File: src/hw/usb_ep0_out_defines.vh
// Function
// - register at 0x0B00, resets to 0x00008000
// - enable bit 31: software sets, core clears
// - disable bit 30 reads zero, writes ignored
// - writing one to bit 27 sets NAK
// - writing one to bit 26 clears NAK
// - stall bit 21 answers OUT with STALL
// - SETUP clears stall; software only sets
// - stall wins over NAK status
// - snoop bit 20 skips data CRC check
// - type field 19:18 fixed at 00
// - all clear: answer follows receive FIFO state
// - NAK status 17 set: NAK every OUT
// - active bit 15 always reads one
// - size field 1:0 mirrors IN endpoint 0
`ifndef USB_EP0_OUT_DEFINES_VH
`define USB_EP0_OUT_DEFINES_VH
`define EP0_OUT_CTL_ADDR 12'hB00
`define EP0_OUT_CTL_RESET 32'h00008000
`define BIT_ENABLE 31
`define BIT_DISABLE 30
`define BIT_SET_NAK 27
`define BIT_CLR_NAK 26
`define BIT_STALL 21
`define BIT_SNOOP 20
`define BIT_NAK_STATUS 17
`define BIT_ACTIVE 15
`define BIT_TYPE_HI 19
`define BIT_TYPE_LO 18
`define BIT_MPS_HI 1
`define BIT_MPS_LO 0
`define EP_TYPE_CONTROL 2'h0
`define HS_NONE 2'h0
`define HS_NAK 2'h1
`define HS_STALL 2'h2
`define HS_FIFO 2'h3
`endif

File: src/hw/ep0_out_answer.v
`include "usb_ep0_out_defines.vh"
module ep0_out_answer (
    // state
    input wire stall,
    input wire nak_status,
    input wire global_out_nak_bit,
    // decision
    output reg [1:0] answer
);
    always @* begin
        if (stall)
            answer = `HS_STALL;
        else if (global_out_nak_bit)
            answer = `HS_NAK;
        else if (nak_status)
            answer = `HS_NAK;
        else
            answer = `HS_FIFO;
    end
endmodule // ep0_out_answer

File: src/hw/usb_out_ep0_control.v
`include "usb_ep0_out_defines.vh"
module usb_out_ep0_control (
    // clock and reset
    input wire mclk,
    input wire rst_n,
    // avalon-mm slave
    input wire [11:0] avs_address,
    input wire avs_read,
    input wire avs_write,
    input wire [31:0] avs_writedata,
    input wire [3:0] avs_byteenable,
    output reg [31:0] avs_readdata,
    output reg avs_waitrequest,
    // core side
    input wire global_out_nak_bit,
    input wire [1:0] in_ep0_max_packet_size,
    input wire setup_received,
    input wire core_disable_endpoint,
    output reg endpoint_enable_bit,
    output reg stall_out,
    output reg nak_out,
    output reg snoop_out,
    output reg [1:0] out_answer,
    output reg [1:0] max_packet_size_field
);
    // handshake states, one-hot
    localparam [1:0] ST_IDLE = 2'b01;
    localparam [1:0] ST_ANSWER = 2'b10;

    // stored state
    reg enable;
    reg stall;
    reg snoop;
    reg nak_status;
    reg [1:0] mps;
    reg [1:0] state;
    // next values
    reg next_enable;
    reg next_stall;
    reg next_snoop;
    reg next_nak_status;
    reg [1:0] next_state;
    reg [31:0] next_readdata;
    reg [31:0] image;
    wire [1:0] next_answer;
    // write decode
    wire [31:0] bit_written;
    wire hit;
    wire request;
    wire accept;
    wire wr;
    wire rd;
    wire snoop_lane;

    // byte lane that carries bit pos of the data word
    function lane_on;
        input [3:0] lanes;
        input integer pos;
        begin
            lane_on = lanes[pos / 8];
        end
    endfunction

    assign hit = (avs_address == `EP0_OUT_CTL_ADDR);
    assign request = avs_read || avs_write;
    // taken only from idle, so a held request is taken again every other cycle
    assign accept = request && (state == ST_IDLE);
    assign wr = avs_write && accept && hit;
    assign rd = avs_read && accept;
    assign snoop_lane = wr && lane_on(avs_byteenable, `BIT_SNOOP);

    // a written one per bit; unmapped writes never reach the register
    genvar i;
    generate
        for (i = 0; i < 32; i = i + 1) begin : g_written
            assign bit_written[i] = wr && lane_on(avs_byteenable, i) && avs_writedata[i];
        end
    endgenerate

    ep0_out_answer u_answer (
        .stall(stall),
        .nak_status(nak_status),
        .global_out_nak_bit(global_out_nak_bit),
        .answer(next_answer)
    );

    // one wait state: the answer cycle always follows the taking cycle
    always @* begin
        case (state)
            ST_IDLE: begin
                if (request) begin
                    next_state = ST_ANSWER;
                end else begin
                    next_state = ST_IDLE;
                end
            end
            ST_ANSWER: begin
                next_state = ST_IDLE;
            end
            default: begin
                next_state = ST_IDLE;
            end
        endcase
    end

    always @(posedge mclk) begin
        if (!rst_n) begin
            state <= ST_IDLE;
            avs_waitrequest <= 1'b1;
        end else begin
            state <= next_state;
            avs_waitrequest <= !accept;
        end
    end

    // read image: fixed fields are forced here and never stored
    always @* begin
        image = `EP0_OUT_CTL_RESET;
        image[`BIT_ENABLE] = enable;
        image[`BIT_DISABLE] = 1'b0;
        image[`BIT_SET_NAK] = 1'b0;
        image[`BIT_CLR_NAK] = 1'b0;
        image[`BIT_STALL] = stall;
        image[`BIT_SNOOP] = snoop;
        image[`BIT_TYPE_HI:`BIT_TYPE_LO] = `EP_TYPE_CONTROL;
        image[`BIT_NAK_STATUS] = nak_status;
        image[`BIT_ACTIVE] = 1'b1;
        image[`BIT_MPS_HI:`BIT_MPS_LO] = mps;
    end

    always @* begin
        if (hit) begin
            next_readdata = image;
        end else begin
            next_readdata = 32'h00000000;
        end
    end

    // read data stands until the next read
    always @(posedge mclk) begin
        if (!rst_n) begin
            avs_readdata <= 32'h00000000;
        end else if (rd) begin
            avs_readdata <= next_readdata;
        end
    end

    // software set beats the core's clear landing in the same cycle
    always @* begin
        next_enable = enable;
        if (bit_written[`BIT_ENABLE]) begin
            next_enable = 1'b1;
        end else if (core_disable_endpoint) begin
            next_enable = 1'b0;
        end
    end

    // a SETUP is the only way out of stall, so it wins over a set
    always @* begin
        next_stall = stall;
        if (setup_received) begin
            next_stall = 1'b0;
        end else if (bit_written[`BIT_STALL]) begin
            next_stall = 1'b1;
        end
    end

    always @* begin
        next_snoop = snoop;
        if (snoop_lane) begin
            next_snoop = avs_writedata[`BIT_SNOOP];
        end
    end

    // set beats clear when software writes both commands
    always @* begin
        next_nak_status = nak_status;
        if (bit_written[`BIT_SET_NAK]) begin
            next_nak_status = 1'b1;
        end else if (bit_written[`BIT_CLR_NAK]) begin
            next_nak_status = 1'b0;
        end
    end

    always @(posedge mclk) begin
        if (!rst_n) begin
            enable <= 1'b0;
        end else begin
            enable <= next_enable;
        end
    end

    always @(posedge mclk) begin
        if (!rst_n) begin
            stall <= 1'b0;
        end else begin
            stall <= next_stall;
        end
    end

    always @(posedge mclk) begin
        if (!rst_n) begin
            snoop <= 1'b0;
        end else begin
            snoop <= next_snoop;
        end
    end

    always @(posedge mclk) begin
        if (!rst_n) begin
            nak_status <= 1'b0;
        end else begin
            nak_status <= next_nak_status;
        end
    end

    always @(posedge mclk) begin
        if (!rst_n) begin
            mps <= 2'h0;
        end else begin
            mps <= in_ep0_max_packet_size;
        end
    end

    // outputs come straight from flops, one cycle behind the state
    always @(posedge mclk) begin
        if (!rst_n) begin
            endpoint_enable_bit <= 1'b0;
        end else begin
            endpoint_enable_bit <= enable;
        end
    end

    always @(posedge mclk) begin
        if (!rst_n) begin
            stall_out <= 1'b0;
        end else begin
            stall_out <= stall;
        end
    end

    always @(posedge mclk) begin
        if (!rst_n) begin
            nak_out <= 1'b0;
        end else begin
            nak_out <= nak_status;
        end
    end

    always @(posedge mclk) begin
        if (!rst_n) begin
            snoop_out <= 1'b0;
        end else begin
            snoop_out <= snoop;
        end
    end

    always @(posedge mclk) begin
        if (!rst_n) begin
            out_answer <= `HS_FIFO;
        end else begin
            out_answer <= next_answer;
        end
    end

    always @(posedge mclk) begin
        if (!rst_n) begin
            max_packet_size_field <= 2'h0;
        end else begin
            max_packet_size_field <= mps;
        end
    end
endmodule // usb_out_ep0_control

File: config.mk
export PLATFORM = sky130hd
export DESIGN_NAME = usb_out_ep0_control
export DESIGN_NICKNAME = d
export VERILOG_FILES = /design/src/hw/ep0_out_answer.v /design/src/hw/usb_out_ep0_control.v
export VERILOG_INCLUDE_DIRS = /design/src /design/src/hw
export SDC_FILE = /design/constraint.sdc
export NUM_CORES = 1
export LEC_CHECK = 0
export BUFFER_PORTS_ARGS = -buffer_cell sky130_fd_sc_hd__buf_2
export CAP_MARGIN = 5
export CORE_MARGIN = 1
export CORE_UTILIZATION = 38
export DETAILED_ROUTE_END_ITERATION = 8
export GPL_TIMING_DRIVEN = 0
export HOLD_SLACK_MARGIN = 0.12
export PLACE_DENSITY = 0.81
export SYNTH_ARGS = -nofsm -noshare
export SYNTH_HDL_FRONTEND = slang
export SYNTH_SLANG_ARGS = --single-unit
File: constraint.sdc
create_clock -name mclk -period 3.8 [get_ports mclk]
set_clock_uncertainty 0.1 [all_clocks]
set_input_delay 0.19 -clock mclk [delete_from_list [all_inputs] [get_ports mclk]]
set_output_delay 0.19 -clock mclk [all_outputs]
set_load 0.01 [all_outputs]
Word-level counts from Yosys, hierarchy flattened. Cells that the tools add are included.

Flip-flop bits (word level): 49. Output and inout bits: 41. Logic and storage cells: 44. Memories kept: 0. RAM bits: 0. Input bits: 57. Bits in latches: 0. ROM bits: 0.

Multiplexer cells: 9. Div/mod/pow operators: 0. Shifts and indexed selects: 0. Bitwise logic cells: 1. Reductions and logical operators: 17. Equal/unequal tests: 2. Multiply operators: 0. $add $sub $neg: 0. Magnitude comparators: 0.

Operators by type and width (count): 32-bit 2-to-1 mux (1); 12-bit == test (second input constant) (1); 1-bit logical AND (10); 2-bit 2-to-1 mux (3); 1-bit 2-to-1 mux (5); 2-bit nonzero test (2); 2-bit OR reduction (2); 2-bit by 1-bit == test with 1-bit output (second input constant) (1); 2-bit AND reduction (1); 1-bit zero test (1); 1-bit logical OR (1); 1-bit NOT (1).

Longest topological paths before layout.
Depth in word-level cells: 8. Gate-level depth with buffers: 4. Mapped depth without buffers: 4.

Cells and area by module. From an unflattened synthesis, not the netlist that was laid out.

Cell total of the unflattened synthesis: 107. Area total of the unflattened synthesis: 1001.0 um2.

By module, submodules not included: usb_out_ep0_control (seq. area each 480.5 um2, cells an instance 105, area an instance 989.7 um2, times used 1); ep0_out_answer (seq. area each 0.0 um2, cells an instance 2, area an instance 11.3 um2, times used 1).

Least setup slack after synthesis. Ideal clock, no wire load.

Path kind: input to register. From: in avs_address[1]. To: reg avs_readdata[1]. Buffers on the path: 0. Required time: 3.631 ns. Library setup time: 0.069 ns. Path slack: 2.180 ns. Stages: 3. Arrival: 1.452 ns. Path through: or4_4 > or4_4 > o21ai_1.

Longest elaborated chain between the ends: 2.

Ends and longest elaborated chain: from (decl) (RTL line usb_out_ep0_control.v:7) `input wire [11:0] avs_address,`; 12-bit == test (no line); 32-bit 2-to-1 mux (RTL line usb_out_ep0_control.v:132) `if (hit) begin`; to (signal assigned) (RTL line usb_out_ep0_control.v:144) `avs_readdata <= next_readdata;`; to (decl) (RTL line usb_out_ep0_control.v:12) `output reg [31:0] avs_readdata,`.

No other way between the ends. A chain may end at the register's enable or synchronous reset.

Worst setup path after layout.
From: in avs_write. To: reg nak_status.

Longest elaborated chain between the ends: 7. Elaborated cells on any way between the ends: 9. Classes of those cells: mux: 1; reduce/logical: 8.

Ends and longest elaborated chain: from (decl) (RTL line usb_out_ep0_control.v:9) `input wire avs_write,`; 1-bit logical OR (RTL line usb_out_ep0_control.v:65) `assign request = avs_read || avs_write;`; 1-bit logical AND (RTL line usb_out_ep0_control.v:67) `assign accept = request && (state == ST_IDLE);`; 1-bit logical AND * (2 in a row) (RTL line usb_out_ep0_control.v:68) `assign wr = avs_write && accept && hit;`; 1-bit logical AND * (RTL line usb_out_ep0_control.v:76) `assign bit_written[i] = wr && lane_on(avs_byteenable, i) && avs_writedata[i];`; 1-bit logical AND (RTL line usb_out_ep0_control.v:76); 1-bit 2-to-1 mux / 2-bit nonzero test (equally long branches); to (signal assigned) (RTL line usb_out_ep0_control.v:213) `nak_status <= next_nak_status;`; to (decl) (RTL line usb_out_ep0_control.v:34) `reg nak_status;`.

Mark *: on every way between the ends. The rest lies on a longest branch, timed or not.

==> results.toml <==
[outcome]
status = "completed"

[place]
hpwl_um = 1570
portBuffers = 42
dpl_cell_area_mm2 = 0.00134
dpl_worst_slack_ps = 2010
gp_congestion = 0.715

[grt]
grt_max_degree = 13
grt_pass1_wl_um = 3260
overflow = 0
grt_antenna_before_repair = 0
grt_pass1_vias = 849
grt_use_total_pct = 15.8

[die]
rows = 18
initial_utilization_pct = 40.2
ioPinCount = 98
die_area_mm2 = 0.00286
die_y_um = 53.5
die_w_um = 53.5
core_mm2 = 0.00250

[setup_path]
startpoint = "avs_write"
cp-start-kind = "primary input"
end_kind = "flop"
cp.arrival_ps = 2110
worstSetupPathType = "in2reg"
crit_required_ps = 3890
r2r-start = "state[1]"
cp_max_fo = 4

[synthesis]
synth_edf_count = 0
ys_seq_elements = 24
synthMuxAreaShare_pct = 0.995
synth_top_area_share_pct = 47.8
async_flop_share_pct = 0
ys.flop_type = "dfxtp_1"
synth_top_family_by_area = "buffers and inverters"
syn_inst = 105
yosys_warnings = 0
synth_area_leader_cell = "dfxtp_1"
yosys.area_share.adder_pct = 0
yosys.area_share.xor_xnor_pct = 0
syn_avg_cell_area_um2 = 9.58
ys_top_cells_by_area = "dfxtp_1, buf_4, nand2_1"
synthSimpleGateAreaFrac_pct = 18.7
yosysUniqueCellTypes = 22
synth_seq_area_share_pct = 47.8
yosysMostFrequentCell = "buf_4"
syn-cell-area_mm2 = 0.00101
synth_compound_gate_area_share_pct = 9.83
synth_common_cells = "buf_4, dfxtp_1, nand2_1"

[cts]
cts-root-buf = "clkbuf_4"
cts_tree = "yes"
htree_levels = 1
cts_buffers = 3
post_cts_buffers = 0
hold_buffers = 13
ctsResizeCount = 0
cts_num_sinks = 24
clk_pin_slew_ps = 110
cts.path.max_buffers = 2
worstSkewPairLatency_ps = 290

[sta]
final_max_slew_viol_count = 0
worst_slack_ps = 1790
hold_violations = 0
setup_viol = 0
rsz0062_at_grt = "false"
worst_slew_pin_slew_ps = 792
fin_crit_ps = 2010
max_freq_mhz = 497
max-slew-margin-rel_pct = 46.7
tns_ps = 0
layout_worst_path_cycle_share_pct = 53.0

[pwr]
power_density_mw_per_mm2 = 290
irDropWorstVdd_v = 0.000212
power.leakage_nw = 0.795

[cells_and_area]
fin_nets = 246
syn_to_final_growth_pct = 48.8
final_core_util_pct = 59.9
drive_gt1_share_pct = 41.2
fillers = 225
final_area_mm2 = 0.00150
antennaDiodeCount = 0

[hold_path]
hp-start = "rst_n"
hold_path_class = "in2reg"

[routing]
firstDrtPassIters = 4
detail-route-antenna-nets = 0
num_vias = 890
drt_iter0_drc = 4
routed_via_density = 4.10
wirelength_um = 2000
wl_per_cell_um = 9.20
drc_errors = 0

[job]
maxCapViolCount = 0
[registers in the layout, summed over array words and instances, names as in the netlist]
name	count
enable	1
snoop_out	1
out_answer	2
stall_out	1
endpoint_enable_bit	1
mps	2
state	2
max_packet_size_field	2
snoop	1
stall	1
avs_readdata	7
nak_status	1
nak_out	1
avs_waitrequest	1
[power breakdown]
part / switching (mW) / internal, mW / total, mW
Sequential: 0.00212 / 0.257 / 0.259
Clock: 0.0639 / 0.0369 / 0.101
Combinational: 0.0326 / 0.0412 / 0.0738
[layer usage]
metal  GRT usage [%]  share of wire, %
met2            31.5                54
met4            7.89              0.60
met3            2.01               7.8
met5               0                 0
met1            15.4                38
[worst paths after layout]
check	endpoint	slack [ps]	cells after the start
worst max-delay path	nak_status	1790	7
worst min-delay path	endpoint_enable_bit	180	3
worst max register to register	nak_status	1940	5
worst min register to register	max_packet_size_field[1]	360	2
[cell type report]
| type | instances | area, µm² | area share, % |
|---|---|---|---|
| multi-input cells | 70 | 390 | 26.1 |
| inverters | 8 | 30.0 | 2.01 |
| clock buffers | 3 | 22.5 | 1.51 |
| well taps | 30 | 37.5 | 2.51 |
| plain buffers | 27 | 195 | 13.0 |
| repair buffers | 55 | 340 | 22.7 |
| flip-flops and latches | 24 | 480 | 32.1 |
[worst max-delay path: stages]
cell           delay, ps
dlygate4sd3_1        520
buf_2                130
nand4b_1             130
nor4_2               280
a21oi_1              120
a31o_1               180
dlygate4sd3_1        540
[per-stage QoR]
step	power [mW]	hold slack, ps	std cells
floorplan	0.309	166	129
global placement	0.328	264	201
detailed placement	0.329	267	201
CTS	0.436	171	217
global route	0.458	213	217
finish	0.434	179	217
[placed cells by master, fill, tap and decap left out, drive strengths merged, types with 3 or more instances in the layout]
cell type	count
o21ai	6
clkbuf	5
buf	67
inv	8
conb	25
dlygate4sd3	13
o211ai	3
nor2b	4
dfxtp	24
a21oi	3
nand2	14
[cells by family (layout without fill, tap and decap cells)]
| logic type | after synthesis | after routing |
|---|---|---|
| AND/OR/NAND/NOR | 29 | 29 |
| multiplexers | 1 | 1 |
| other | 1 | 25 |
| AO/OA/AOI/OAI | 15 | 15 |
| buffers and inverters | 35 | 93 |
| flip-flops | 24 | 24 |
Power figures use the tool's default switching activity.
